==> config.mk <==
export PLATFORM = sky130hd
export DESIGN_NAME = sram_host_ctrl
export DESIGN_NICKNAME = d
export VERILOG_FILES = /design/src/design/sram_host_pkg.sv /design/src/design/sram_host_ctrl.sv /design/src/design/sram_pin_sync.sv
export VERILOG_INCLUDE_DIRS = /design/src /design/src/design
export SDC_FILE = /design/constraint.sdc
export NUM_CORES = 1
export LEC_CHECK = 0
export ABC_CLOCK_PERIOD_IN_PS = 1500
export BUFFER_PORTS_ARGS = -buffer_cell sky130_fd_sc_hd__clkbuf_2
export CORE_ASPECT_RATIO = 0.9
export CORE_MARGIN = 2
export CORE_UTILIZATION = 45
export CTS_CLUSTER_SIZE = 12
export DETAILED_ROUTE_END_ITERATION = 7
export PLACE_DENSITY_LB_ADDON = 0.3
export RECOVER_POWER = 100
export SYNTH_ARGS = -nofsm -noshare
export SYNTH_HDL_FRONTEND = slang
export SYNTH_SLANG_ARGS = --single-unit
==> constraint.sdc <==
create_clock -name clock -period 1.5 [get_ports clock]
set_input_delay 0.45 -clock clock [delete_from_list [all_inputs] [get_ports clock]]
set_output_delay 0.45 -clock clock [all_outputs]
set_load 0.03 [all_outputs]
==> src/design/sram_host_regs.svh <==
// Timing constants for the host that drives the 256x4 static RAM.
// Assumes the host clock runs at 125 MHz; every cycle count except SRAM_SYNC_CYC is derived from it.
`ifndef SRAM_HOST_REGS_SVH
`define SRAM_HOST_REGS_SVH

`define SRAM_CLK_PERIOD_NS 8
`define SRAM_ADDR_W        8
`define SRAM_DATA_W        4

// ----------------------------------------------------------------------
// Minimum and maximum times of the standard grade, in ns
// ----------------------------------------------------------------------
`define SRAM_T_RC_NS  650
`define SRAM_T_A_NS   650
`define SRAM_T_DF_NS  150
`define SRAM_T_AW_NS  150
`define SRAM_T_WP_NS  400
`define SRAM_T_CW_NS  550
`define SRAM_T_DH_NS  100
`define SRAM_T_WR_NS  50
`define SRAM_T_DS_NS  150

// ----------------------------------------------------------------------
// Cycle counts, rounded up so that every wait covers the full time
// ----------------------------------------------------------------------
`define SRAM_CYC(t) (((t) + `SRAM_CLK_PERIOD_NS - 1) / `SRAM_CLK_PERIOD_NS)
`define SRAM_RC_CYC `SRAM_CYC(`SRAM_T_RC_NS)
`define SRAM_A_CYC  `SRAM_CYC(`SRAM_T_A_NS)
`define SRAM_DF_CYC `SRAM_CYC(`SRAM_T_DF_NS)
`define SRAM_DS_CYC `SRAM_CYC(`SRAM_T_DS_NS)
`define SRAM_AW_CYC `SRAM_CYC(`SRAM_T_AW_NS)
`define SRAM_WP_CYC `SRAM_CYC(`SRAM_T_WP_NS)
`define SRAM_CW_CYC `SRAM_CYC(`SRAM_T_CW_NS)
`define SRAM_DH_CYC `SRAM_CYC(`SRAM_T_DH_NS)
`define SRAM_WR_CYC `SRAM_CYC(`SRAM_T_WR_NS)
// Extra cycles spent in the three-stage input synchroniser.
`define SRAM_SYNC_CYC 3

`endif

==> src/design/sram_host_pkg.sv <==
// Types shared by the static RAM host controller.
// Assumes sram_host_regs.svh is compiled alongside it.
`include "sram_host_regs.svh"

package sram_host_pkg;

    typedef enum logic [2:0] {
        ST_IDLE,
        ST_RD_ACCESS,
        ST_TURN,
        ST_WR_SETUP,
        ST_WR_PULSE,
        ST_WR_HOLD,
        ST_RETAIN,
        ST_RESUME
    } state_t;

    typedef struct packed {
        logic [`SRAM_ADDR_W-1:0] word_address;
        logic                    select_low_active_n;
        logic                    select_high_active;
        logic                    read_write;
        logic                    output_off;
        logic [`SRAM_DATA_W-1:0] write_data_lines;
        logic                    write_data_oe;
    } pins_t;

    typedef struct packed {
        logic                    write;
        logic [`SRAM_ADDR_W-1:0] addr;
        logic [`SRAM_DATA_W-1:0] wdata;
    } req_t;

endpackage

==> src/design/sram_host_ctrl.sv <==
// Host controller that drives a 256x4 asynchronous static RAM through its pins.
// Assumes the RAM sits on the pins named below and that requests come from
// logic on the same clock.
//
// Overview of operation
// - Idle: low select high, all inputs held still.
// - Shared bus: tie lines, output_off keeps outputs off.
// - Both selects held 550 ns before write end.
// - High select low before lowering supply.
// - Stay deselected one read cycle after supply returns.
// - Separate lines: output_off may stay low.
// - Shared bus: output_off high during writes.
`timescale 1ns/100ps
`default_nettype none
`include "sram_host_regs.svh"

module sram_host_ctrl #(
    parameter int ADDR_W    = `SRAM_ADDR_W,
    parameter int DATA_W    = `SRAM_DATA_W,
    parameter bit SHARED_IO = 1'b0
) (
    input  wire logic              clock,
    input  wire logic              rst_n,
    input  wire logic              req_valid,
    output logic                   req_ready,
    input  wire logic              req_write,
    input  wire logic [ADDR_W-1:0] req_addr,
    input  wire logic [DATA_W-1:0] req_wdata,
    output logic                   rsp_valid,
    output logic      [DATA_W-1:0] rsp_rdata,
    input  wire logic              retain_req,
    output logic                   retain_ready,
    output logic      [ADDR_W-1:0] word_address,
    output logic                   select_low_active_n,
    output logic                   select_high_active,
    output logic                   read_write,
    output logic                   output_off,
    output logic      [DATA_W-1:0] write_data_lines,
    output logic                   write_data_oe,
    input  wire logic [DATA_W-1:0] read_data_lines
);

    // ------------------------------------------------------------------
    // Reset release
    // ------------------------------------------------------------------
    logic rst_s1_q;
    logic rst_s2_q;
    logic rst_int_n;

    always_ff @(posedge clock or negedge rst_n) begin
        if (!rst_n) begin
            rst_s1_q <= 1'b0;
            rst_s2_q <= 1'b0;
        end else begin
            rst_s1_q <= 1'b1;
            rst_s2_q <= rst_s1_q;
        end
    end
    assign rst_int_n = rst_s2_q;

    // ------------------------------------------------------------------
    // Read data synchroniser
    // ------------------------------------------------------------------
    logic [DATA_W-1:0] rd_s2;
    logic [DATA_W-1:0] rd_s3;

    sram_pin_sync #(
        .W (DATA_W)
    ) u_rd_sync (
        .clock  (clock),
        .rst_n  (rst_int_n),
        .pin    (read_data_lines),
        .stage2 (rd_s2),
        .stage3 (rd_s3)
    );

    // ------------------------------------------------------------------
    // Sequencer
    // ------------------------------------------------------------------
    localparam logic [7:0] RC_CYC   = 8'(`SRAM_RC_CYC);
    // Waiting for the slowest of address, select and enable access also
    // covers the synchroniser delay.
    localparam logic [7:0] RD_CYC   = 8'(`SRAM_A_CYC + `SRAM_SYNC_CYC);
    localparam logic [7:0] TURN_CYC = 8'(`SRAM_DF_CYC > `SRAM_DS_CYC ?
                                         `SRAM_DF_CYC : `SRAM_DS_CYC);
    localparam logic [7:0] AW_CYC   = 8'(`SRAM_AW_CYC);
    // The pulse is stretched so that both selects stand long enough before its end.
    localparam logic [7:0] WP_CYC   = 8'((`SRAM_WP_CYC > `SRAM_CW_CYC - `SRAM_AW_CYC) ?
                                         `SRAM_WP_CYC : `SRAM_CW_CYC - `SRAM_AW_CYC);
    localparam logic [7:0] HOLD_CYC = 8'((`SRAM_DH_CYC > `SRAM_WR_CYC) ?
                                         `SRAM_DH_CYC : `SRAM_WR_CYC);

    sram_host_pkg::state_t state_q;
    sram_host_pkg::state_t state_d;
    logic [7:0]            cnt_q;
    logic [7:0]            cnt_d;
    sram_host_pkg::pins_t  pins_q;
    sram_host_pkg::pins_t  pins_d;
    sram_host_pkg::req_t   req_q;
    sram_host_pkg::req_t   req_d;
    logic                  rsp_valid_q;
    logic                  rsp_valid_d;
    logic [DATA_W-1:0]     rdata_q;
    logic [DATA_W-1:0]     rdata_d;
    logic                  cnt_done;
    logic                  idle_off;

    assign cnt_done  = (cnt_q == 8'h00);
    assign idle_off  = SHARED_IO ? 1'b1 : 1'b0;
    assign req_ready = (state_q == sram_host_pkg::ST_IDLE) && !retain_req;

    always_comb begin
        state_d     = state_q;
        cnt_d       = cnt_done ? cnt_q : cnt_q - 8'h01;
        pins_d      = pins_q;
        req_d       = req_q;
        rsp_valid_d = 1'b0;
        rdata_d     = rdata_q;
        unique case (state_q)
            sram_host_pkg::ST_IDLE: begin
                // Deselected with every input still; the address is left where it was.
                pins_d.select_low_active_n = 1'b1;
                pins_d.select_high_active  = 1'b1;
                pins_d.read_write          = 1'b1;
                pins_d.output_off          = idle_off;
                pins_d.write_data_oe       = !SHARED_IO;
                if (retain_req) begin
                    pins_d.select_high_active = 1'b0;
                    state_d                   = sram_host_pkg::ST_RETAIN;
                end else if (req_valid) begin
                    req_d.write              = req_write;
                    req_d.addr               = req_addr;
                    req_d.wdata              = req_wdata;
                    pins_d.word_address      = req_addr;
                    pins_d.select_low_active_n = 1'b0;
                    if (req_write) begin
                        pins_d.write_data_lines = req_wdata;
                        pins_d.write_data_oe    = 1'b1;
                        pins_d.output_off       = SHARED_IO ? 1'b1 : idle_off;
                        cnt_d                   = AW_CYC - 8'h01;
                        state_d                 = sram_host_pkg::ST_WR_SETUP;
                    end else begin
                        pins_d.read_write = 1'b1;
                        pins_d.output_off = 1'b0;
                        cnt_d             = RD_CYC - 8'h01;
                        state_d           = sram_host_pkg::ST_RD_ACCESS;
                    end
                end
            end
            sram_host_pkg::ST_RD_ACCESS: begin
                // Sample only once the last two stages agree, and before deselecting.
                if (cnt_done && (rd_s2 == rd_s3)) begin
                    rdata_d                    = rd_s3;
                    rsp_valid_d                = 1'b1;
                    pins_d.select_low_active_n = 1'b1;
                    pins_d.output_off          = idle_off;
                    cnt_d                      = TURN_CYC - 8'h01;
                    state_d                    = sram_host_pkg::ST_TURN;
                end
            end
            sram_host_pkg::ST_TURN: begin
                // Give the outputs time to float before anything else drives the lines.
                if (cnt_done) begin
                    state_d = sram_host_pkg::ST_IDLE;
                end
            end
            sram_host_pkg::ST_WR_SETUP: begin
                if (cnt_done) begin
                    pins_d.read_write = 1'b0;
                    cnt_d             = WP_CYC - 8'h01;
                    state_d           = sram_host_pkg::ST_WR_PULSE;
                end
            end
            sram_host_pkg::ST_WR_PULSE: begin
                // Data stays put through the rising edge, where the RAM captures it.
                if (cnt_done) begin
                    pins_d.read_write = 1'b1;
                    cnt_d             = HOLD_CYC - 8'h01;
                    state_d           = sram_host_pkg::ST_WR_HOLD;
                end
            end
            sram_host_pkg::ST_WR_HOLD: begin
                if (cnt_done) begin
                    pins_d.select_low_active_n = 1'b1;
                    pins_d.write_data_oe       = !SHARED_IO;
                    pins_d.output_off          = idle_off;
                    rsp_valid_d                = 1'b1;
                    state_d                    = sram_host_pkg::ST_IDLE;
                end
            end
            sram_host_pkg::ST_RETAIN: begin
                if (!retain_req) begin
                    cnt_d   = RC_CYC - 8'h01;
                    state_d = sram_host_pkg::ST_RESUME;
                end
            end
            sram_host_pkg::ST_RESUME: begin
                // The high select stays low for a full read cycle after power returns.
                if (retain_req) begin
                    state_d = sram_host_pkg::ST_RETAIN;
                end else if (cnt_done) begin
                    pins_d.select_high_active = 1'b1;
                    state_d                   = sram_host_pkg::ST_IDLE;
                end
            end
        endcase
    end

    always_ff @(posedge clock or negedge rst_int_n) begin
        if (!rst_int_n) begin
            state_q     <= sram_host_pkg::ST_RESUME;
            cnt_q       <= 8'(`SRAM_RC_CYC - 1);
            pins_q      <= '{word_address: '0, select_low_active_n: 1'b1,
                             select_high_active: 1'b0, read_write: 1'b1,
                             output_off: 1'b1, write_data_lines: '0,
                             write_data_oe: 1'b0};
            req_q       <= '0;
            rsp_valid_q <= 1'b0;
            rdata_q     <= '0;
        end else begin
            state_q     <= state_d;
            cnt_q       <= cnt_d;
            pins_q      <= pins_d;
            req_q       <= req_d;
            rsp_valid_q <= rsp_valid_d;
            rdata_q     <= rdata_d;
        end
    end

    // ------------------------------------------------------------------
    // Outputs
    // ------------------------------------------------------------------
    assign word_address        = pins_q.word_address;
    assign select_low_active_n = pins_q.select_low_active_n;
    assign select_high_active  = pins_q.select_high_active;
    assign read_write          = pins_q.read_write;
    assign output_off          = pins_q.output_off;
    assign write_data_lines    = pins_q.write_data_lines;
    assign write_data_oe       = pins_q.write_data_oe;
    assign rsp_valid           = rsp_valid_q;
    assign rsp_rdata           = rdata_q;
    assign retain_ready        = (state_q == sram_host_pkg::ST_RETAIN);

endmodule

`default_nettype wire

==> src/design/sram_pin_sync.sv <==
// Three-stage synchroniser for the read data pins of the RAM.
// Assumes its inputs change asynchronously to clock.
`timescale 1ns/100ps
`default_nettype none

module sram_pin_sync #(
    parameter int W = 4
) (
    input  wire logic         clock,
    input  wire logic         rst_n,
    input  wire logic [W-1:0] pin,
    output logic      [W-1:0] stage2,
    output logic      [W-1:0] stage3
);

    // The first stage feeds only the second, so a metastable value never reaches logic.
    for (genvar i = 0; i < W; i++) begin : g_bit
        logic s1_q;
        logic s2_q;
        logic s3_q;
        always_ff @(posedge clock or negedge rst_n) begin
            if (!rst_n) begin
                s1_q <= 1'b0;
                s2_q <= 1'b0;
                s3_q <= 1'b0;
            end else begin
                s1_q <= pin[i];
                s2_q <= s1_q;
                s3_q <= s2_q;
            end
        end
        assign stage2[i] = s2_q;
        assign stage3[i] = s3_q;
    end

endmodule

`default_nettype wire

; ---- After elaboration in Yosys (flattened, before gate mapping)
; Cells that the tools add are included.
[totals]
elab_cells = 98
output_inout_bits = 24
input_bits = 21
register_bits = 47
[op_classes]
n_addsub = 1
bitwise = 1
reduce_logical = 18
eq_ne = 16
n_mux = 37
[op_table]
columns = op, n
row1 = $mux 8, 7
row2 = $pmux 8 s5, 1
row3 = $mux 3, 8
row4 = $pmux 3 s7, 1
row5 = $ne 2x2->1 const B, 7
row6 = $eq 3x3->1 const B, 4
row7 = $mux 1, 12
row8 = $reduce_and 3->1, 4
row9 = $pmux 1 s3, 3
row10 = $logic_not 8->1, 1
row11 = $sub 8x1->8 const B, 1
row12 = $mux 7, 1
row13 = $eq 3x2->1 const B, 2
row14 = $pmux 1 s2, 3
row15 = $reduce_bool 3->1, 2
row16 = $reduce_and 5->1, 1
row17 = $eq 4x4->1, 1
row18 = $reduce_and 2->1, 2
row19 = $reduce_and 4->1, 1
row20 = $reduce_bool 2->1, 2
row21 = $eq 3x1->1 const B, 1
row22 = $logic_not 3->1, 1
row23 = $ne 3x3->1 const B, 1
row24 = $logic_and 1x1->1, 2
row25 = other kinds (4), 4

; ---- Depth between registers and ports, before layout
; Gate-level depths: netlist of the first run.
[depth]
ltp_word = 5
mapped_depth = 13
depth_no_buf = 11

; ---- By module
; A second synthesis of the first run with hierarchy kept.
[unflattened]
cells_unflattened = 231
hier_area_um2 = 2411.1
[modules_own_cells]
columns = mod, area_per_inst_um2, cells_per_inst, n_inst, seq_area_each_um2
row1 = sram_host_ctrl, 2050.7, 211, 1, 887.1
row2 = sram_pin_sync, 360.3, 20, 1, 300.3

; ---- Worst setup path before layout of the first run
; No wires, ideal clock.
[synth_timing]
kind = flip-flop to flip-flop
from = register state_q[2]
to = register cnt_q[1]
path_stages_with_launch = 7
setup_slack_ps = -785
arrival_time_ps = 2160
n_path_buf = 1
synth_period_minus_slack_ps = 2285
setup_time_ps = 125
t_required_ps = 1375
cell_sequence = dfstp_2 buf_2 nor4_2 and2_1 nor2_1 a2111oi_2 a2bb2o_1
[synth_via]
elab_chain_cells = 2
word_cells_on_any_way = 6
cone_classes = eq/ne (4) / mux (1) / reduce/logical (1)
[synth_rtl]
columns = element, line_no
row1 = "start, declared", sram_host_ctrl.sv:93  ; sram_host_pkg::state_t state_q;
row2 = "start signal, assigned", sram_host_ctrl.sv:211  ; state_q <= sram_host_pkg::ST_RESUME;
row3 = "start signal, assigned", sram_host_ctrl.sv:221  ; state_q <= state_d;
row4 = "$eq 3x3->1, or another cell as far along", sram_host_ctrl.sv:119  ; unique case (state_q)
row5 = $pmux 8 s5 *, sram_host_ctrl.sv:119
row6 = net cnt_d[1], sram_host_ctrl.sv:96  ; logic [7:0] cnt_d;
row7 = "end signal, assigned", sram_host_ctrl.sv:212  ; cnt_q <= 8'(`SRAM_RC_CYC - 1);
row8 = "end signal, assigned", sram_host_ctrl.sv:222  ; cnt_q <= cnt_d;
row9 = "end, declared", sram_host_ctrl.sv:95  ; logic [7:0] cnt_q;
; Mark *: on every way through the listed nets, which the timed path passes. The rest lies on a longest branch.
; A chain may end at the register's enable or synchronous reset.

; ---- Final worst setup path of the first run
[layout_timing]
from = register cnt_q[5]
to = register pins_q, in the netlist output_off
[layout_via]
elab_chain_cells = 4
word_cells_on_any_way = 5
cone_classes = eq/ne (2) / reduce/logical (3)
[layout_rtl]
columns = element, line_no
row1 = $logic_not 8->1 *, sram_host_ctrl.sv:108  ; assign cnt_done = (cnt_q == 8'h00);
row2 = $logic_and 1x1->1, sram_host_ctrl.sv:152  ; if (cnt_done && (rd_s2 == rd_s3)) begin
row3 = $ne 2x2->1 (no line), --
row4 = $reduce_and 3->1 (no line) *, --
row5 = "end signal, assigned", sram_host_ctrl.sv:213  ; pins_q <= '{word_address: '0, select_low_active_n: 1'b1,
row6 = "end signal, assigned", sram_host_ctrl.sv:223  ; pins_q <= pins_d;
row7 = "end, declared", sram_host_ctrl.sv:97  ; sram_host_pkg::pins_t pins_q;
; Every way passes the cells marked *; elsewhere a longest branch is shown, timed or not.

==> results.yml, run 1 <==
status:
  outcome: "finished with violations"
  violations: "negative setup slack"
floorplanning:
  die_x_um: 79.4
  start_util_pct: 47.0
  die_area_mm2: 0.00570
  num_rows: 24
  io_pins: 45
  coreArea_mm2: 0.00489
  die_h_um: 71.8
setup_path:
  worstSetupStartpointType: "register"
  cp-startpoint: "cnt_q[5]"
  worstPathArrival_ns: 2.28
  critPathMaxFanout: 3
  rrSetupSlack_ns: -0.52
  required_ns: 1.75
  r2r-end: "output_off"
  critPathCaptureType: "register"
  path_class: "register to register"
  endpoint: "output_off"
  reg2reg_depth: 6
  timing.rr.start: "cnt_q[5]"
logic_synthesis:
  mappedNetlistNets: 255
  yosys_warnings: 0
  postSynth.asyncResetShare_pct: 100
  synth-edff-count: 0
  yosys_register_bits: 47
  synth_seq_area_share_pct: 51.6
  syn-instance-count: 229
  ys_types: 50
  synth_ff_type: "dfrtp_1"
  avgSynthCellArea_um2: 10.0
  synth_area_mm2: 0.00230
grt:
  grt_overflow: 0
  grt_usage_pct: 23.9
  grt_antenna_before_repair: 0
  grt_pass1_wl_um: 10500
  grt_max_degree: 34
  grt_pass1_vias: 2117
power:
  ir_drop_uv: 1290
  p_per_area_mw_per_mm2: 2150
  leakage_uw: 0.00175
drt:
  post-route-drc-count: 0
  wl_per_cell_um: 15.7
  first_pass_iters: 5
  drtIter0Drc: 194
  totalWireLength_um: 6440
  viasPerCell: 5.28
  ant_nets: 0
  num_vias: 2160
clocking:
  clock_latency_ns: 0.31
  cts-buffers-inserted: 5
  cts_sinks: 47
  cts_buffer_depth: 2
  clockRootBuffer: "clkbuf_8"
  htree_levels: 2
  clkSlewWorstSetupHoldPaths_ns: 0.10
  cts_tree: "done"
timing:
  period_minus_slack_ns: 2.02
  finalMaxSlewViolations: 0
  slew_headroom_pct: 62.2
  worst_slack_ns: -0.523
  hold_slack_ns: 0.164
  tightestPinTransition_ns: 0.562
  fin_setup_tns_ns: -10.78
  hold_violations: 0
  finalCritPeriodShare_pct: 135
  final.setup_skew_ns: 0.00823
  finalSetupViolations: 35
  rsz0062_at_grt: "yes"
  max_freq_mhz: 494
cells_and_area:
  nNetsFinal: 369
  layout-drive-gt1-share_pct: 55.2
  synthToLayoutAreaGrowth_pct: 56.3
  final_cell_mix: "58 x buf_4, 39 x clkbuf_2, 37 x nand2_1, 37 x dfrtp_1, 14 x buf_6"
  final_common_cell: "buf_4"
  antenna_cells: 0
worst_hold_path:
  min_path_type: "register to asynchronous set/reset pin"
job:
  drv_cap: 0
place:
  dp_hpwl_um: 4280
  portBuffers: 44
  gp_congestion: 0.871
## Yosys cell counts, drive strengths merged (2+ instances only)
| master | n | area [um2] |
|---|---|---|
| a211o | 2 | 17.5 |
| a21oi | 12 | 71.3 |
| a31oi | 3 | 18.8 |
| and2 | 2 | 12.5 |
| buf | 7 | 48.8 |
| clkbuf | 5 | 18.8 |
| dfrtp | 38 | 951 |
| dfstp | 9 | 236 |
| ha | 5 | 62.6 |
| inv | 8 | 30.0 |
| mux2 | 8 | 90.1 |
| nand2 | 45 | 169 |
| nand2b | 6 | 37.5 |
| nand3 | 2 | 10.0 |
| nor2 | 16 | 60.1 |
| nor2b | 2 | 12.5 |
| nor3 | 10 | 61.3 |
| nor4 | 3 | 25.0 |
| o211ai | 2 | 15.0 |
| o21ai | 10 | 50.1 |
| o31a | 2 | 18.8 |
| o31ai | 2 | 15.0 |
| o41ai | 2 | 32.5 |
| or2 | 2 | 15.0 |
| or3 | 2 | 12.5 |
| xnor2 | 4 | 35.0 |
| xor2 | 5 | 43.8 |
## logic make-up (layout without fill, tap and decap cells)
group / Yosys count / count (layout) / synth area share (%)
mux: 8 / 8 / 3.92
xor+xnor: 9 / 9 / 3.43
compound gates: 45 / 45 / 14.2
buf+inv: 20 / 135 / 4.24
flops: 47 / 47 / 51.6
other cells: 1 / 1 / 0.163
simple gates: 94 / 94 / 19.7
fa+ha+maj: 5 / 5 / 2.72
## critical path, cell delays in order (launching register included)
cell,delay [ns]
dfrtp_1,0.40
or4_4,0.57
nor3_4,0.24
buf_4,0.16
a21oi_2,0.06
or3_4,0.40
and2_4,0.15
## report_power, final
group	leakage, uW	total, uW	internal (uW)	switching, uW
Combinational	0.00113	4990	2420	2570
Sequential	0.000567	1920	1680	235
Clock	0.0000467	826	346	480
## final cells by class
cell class | count | area, um2
fill | 324 | 1300
multi-input combinational | 162 | 1270
sequential | 47 | 1190
timing repair buffer | 119 | 922
tap | 65 | 81.3
clock buffer | 5 | 68.8
inverter | 8 | 40.0
clock inverter | 3 | 27.5
## worst min-delay path by stage
stage,endpoint,slack (ns),cells past startpoint
global route,select_high_active,0.19,0
global placement,word_address[5],0.16,0
CTS,write_data_oe,0.17,0
floorplan,rst_int_n,0.15,0
finish,select_high_active,0.16,0
detailed placement,word_address[5],0.16,0
## what timing repair did
action	in CTS	in global routing
endpoints found under the setup margin	36	37
buffers inserted	13	5
gates resized for setup	38	29
pin swaps	11	16
endpoints found under the hold margin	2	0
hold buffers	1	0
## per-layer routing
layer	up-vias	global-route usage, %	wire (um)
li1	1009	-	-
met1	1051	33.4	2850
met2	95	38.2	3080
met3	5	6.55	455
met4	0	4.02	44
met5	-	0	0
## state kept, by name, indices dropped and copies added (netlist names), 3 cells and up
| name | count |
|---|---|
| cnt_q | 8 |
| word_address | 8 |
| rsp_rdata | 4 |
| u_rd_sync.g_bit.s1_q | 4 |
| u_rd_sync.g_bit.s2_q | 4 |
| u_rd_sync.g_bit.s3_q | 4 |
| write_data_lines | 4 |
| state_q | 3 |
## metrics by stage
| step | setup WS [ns] | utilization, % | cell area, um2 | cells | power [uW] |
|---|---|---|---|---|---|
| floorplan | -0.508 | - | 2380 | 229 | 4310 |
| finish | -0.523 | 73.5 | 3600 | 409 | 7730 |
| global placement | -0.529 | 62.6 | 3060 | 384 | 5680 |
| global route | -0.585 | 73.5 | 3600 | 409 | 8190 |
| CTS | -0.489 | 70.4 | 3450 | 406 | 7190 |
| detailed placement | -0.570 | 62.6 | 3060 | 384 | 5740 |
No activity file was read; power rests on OpenSTA's default activity.
==> run 2: changes to the inputs <==
- SYNTH_HIERARCHICAL: not set -> 1
==> results.yml, run 2 <==
setup_path:
  r2r-end: "rsp_rdata[2]"
  path_class: "register to register"
  slowest_delay_ns: 0.57
  critPathMaxFanout: 6
  critPathCaptureType: "register"
  required_ns: 1.70
  reg2reg_depth: 5
  worstPathCellList: "buf_6 -> and4bb_2 -> nand2_4 -> or4_4 -> mux2_4"
  rrSetupSlack_ns: -0.45
  timing.rr.start: "state_q[0]"
  cp_slowest_cell: "dfstp_2"
  worstSetupStartpointType: "register"
  worstPathArrival_ns: 2.15
worst_hold_path:
  hold_end: "u_rd_sync/g_bit[3].s1_q"
  hold_depth: 1
  min_path_type: "input pin to register"
  min_from: "read_data_lines[3]"
clocking:
  clock_latency_ns: 0.31
  cts_sinks: 47
  cts_tree: "done"
  htree_levels: 2
  clockRootBuffer: "clkbuf_8"
  cts-buffers-inserted: 5
  clkSlewWorstSetupHoldPaths_ns: 0.09
  cts_buffer_depth: 2
drt:
  first_pass_iters: 4
  totalWireLength_um: 6880
  num_vias: 2146
  ant_nets: 0
  drtIter0Drc: 146
  wl_per_cell_um: 16.9
  viasPerCell: 5.27
  post-route-drc-count: 0
power:
  ir_drop_uv: 1210
  leakage_uw: 0.00173
  p_per_area_mw_per_mm2: 2160
logic_synthesis:
  synth_area_mm2: 0.00241
  yosys_register_bits: 47
  synth_top_area_share_pct: 39.4
  synth_top_area_cell: "dfrtp_1"
  postSynth.asyncResetShare_pct: 100
  synthTopCellsByCount: "38 x dfrtp_1, 38 x nand2_1, 13 x nor2_1"
  synth_seq_area_share_pct: 49.2
  synth_ff_type: "dfrtp_1"
  yosys_warnings: 6
  mappedNetlistNets: 257
  synth-edff-count: 0
  ys_types: 50
  avgSynthCellArea_um2: 10.4
  synth.area.top_cells: "dfrtp_1 39%, dfstp_2 9.8%, nand2_1 5.9%, mux2_4 3.1%, xnor2_1 2.9%"
  syn-instance-count: 231
grt:
  grt_pass1_wl_um: 10200
  grt_antenna_before_repair: 0
  grt_pass1_vias: 2082
  grt_overflow: 0
  grt_usage_pct: 22.8
  grt_max_degree: 24
timing:
  tightestPinTransition_ns: 0.554
  slew_headroom_pct: 62.6
  worst_slack_ns: -0.450
  period_minus_slack_ns: 1.95
  max_freq_mhz: 513
  final.setup_skew_ns: 0.00730
  hold_slack_ns: 0.242
  finalSetupViolations: 35
  finalCritPeriodShare_pct: 130
  finalMaxSlewViolations: 0
  hold_violations: 0
  rsz0062_at_grt: "yes"
place:
  place_inst: 373
  portBuffers: 44
  dp_hpwl_um: 4260
  gp_congestion: 0.891
  dp_slack_ns: -0.501
  placed_cell_area_mm2: 0.00296
cells_and_area:
  nNetsFinal: 365
  synthToLayoutAreaGrowth_pct: 49.7
  antenna_cells: 0
  final_cell_mix: "57 x buf_4, 38 x clkbuf_2, 37 x dfrtp_1"
  final_common_cell: "buf_4"
  final_cells: 407
  utilization_pct: 69.1
  fin_area_mm2: 0.00361
  layout-drive-gt1-share_pct: 56.5
floorplanning:
  die_area_mm2: 0.00596
  die_h_um: 73.4
  start_util_pct: 46.2
  num_rows: 25
  io_pins: 45
  coreArea_mm2: 0.00522
  die_x_um: 81.2
status:
  violations: "negative setup slack"
  outcome: "finished with violations"
job:
  drv_cap: 0
run 2: cell count changes after synthesis, sizes merged, moves of 3 or more:
cell / delta
o21bai: +3
buf: +6
nor2: -3
nor3b: +3
xnor2: +4
nand2: -7
xor2: -4
mux2i: +3
nand2b: -5
nor3: -3
run 2: critical path, delay by kind of cell, from the launching register on:
| family | cells | cell delay, ns |
|---|---|---|
| flip-flops | 1 | 0.57 |
| multiplexers | 1 | 0.33 |
| buffers and inverters | 1 | 0.10 |
| AND/OR/NAND/NOR | 3 | 0.83 |
run 2: worst max path at each step:
stage | end | cells after the start | slack [ns] | from
after global routing | state_q[0] | 7 | -0.49 | u_rd_sync/g_bit[3].s3_q
after global placement | cnt_q[4] | 8 | -0.42 | cnt_q[0]
after CTS | state_q[0] | 7 | -0.45 | cnt_q[5]
final | rsp_rdata[2] | 5 | -0.45 | state_q[0]
after floorplan | state_q[1] | 8 | -0.47 | cnt_q[5]
after detailed placement | state_q[0] | 7 | -0.50 | cnt_q[5]
run 2: where the power goes:
group	internal, uW	total (uW)	switching [uW]
clock	337	798	461
sequential	1700	1950	256
combinational	2450	5030	2580
total	4480	7780	3300
run 2: kinds of logic (layout without fill, tap and decap cells):
kind of cell,Yosys count,count (layout),share of synthesized area (%)
other,1,1,0.156
muxes,12,12,6.23
AOI/OAI and AO/OA,45,45,12.6
buffers and inverters,29,138,8.41
DFF,47,47,49.2
and+or+nand+nor,83,83,17.5
xor gates and xnor gates,9,9,3.27
adders and majority gates,5,5,2.59
run 2: layout make-up:
class                   instances  area (um2)
fillers                       349        1610
multi-input cells             155        1290
flip-flops and latches         47        1190
repair buffers                121         907
well taps                      67        83.8
clock buffers                   5        68.8
inverters                       9        43.8
clock inverters                 3        22.5
run 2: routing by layer:
| metal | vias to the layer above | share of wire (%) | wire length (um) | global-route usage [%] |
|---|---|---|---|---|
| li1 | 1006 | - | - | - |
| met1 | 1051 | 42 | 2910 | 30.6 |
| met2 | 76 | 50 | 3450 | 36.7 |
| met3 | 13 | 6.0 | 414 | 5.65 |
| met4 | 0 | 1.5 | 106 | 7.16 |
| met5 | - | 0 | 0 | 0 |
run 2: stage by stage:
stage / total power (uW) / setup TNS, ns
finish: 7780 / -7.78
global route: 8190 / -9.54
CTS: 7060 / -6.56
detailed placement: 5580 / -8.47
global placement: 5520 / -7.91
floorplan: 4320 / -7.38
run 2: repair_timing:
item	CTS	global route
setup buffers	15	12
setup endpoints to repair	36	30
hold buffers	1	0
pin swaps	16	26
hold endpoints to repair	2	0
resized for setup	51	47
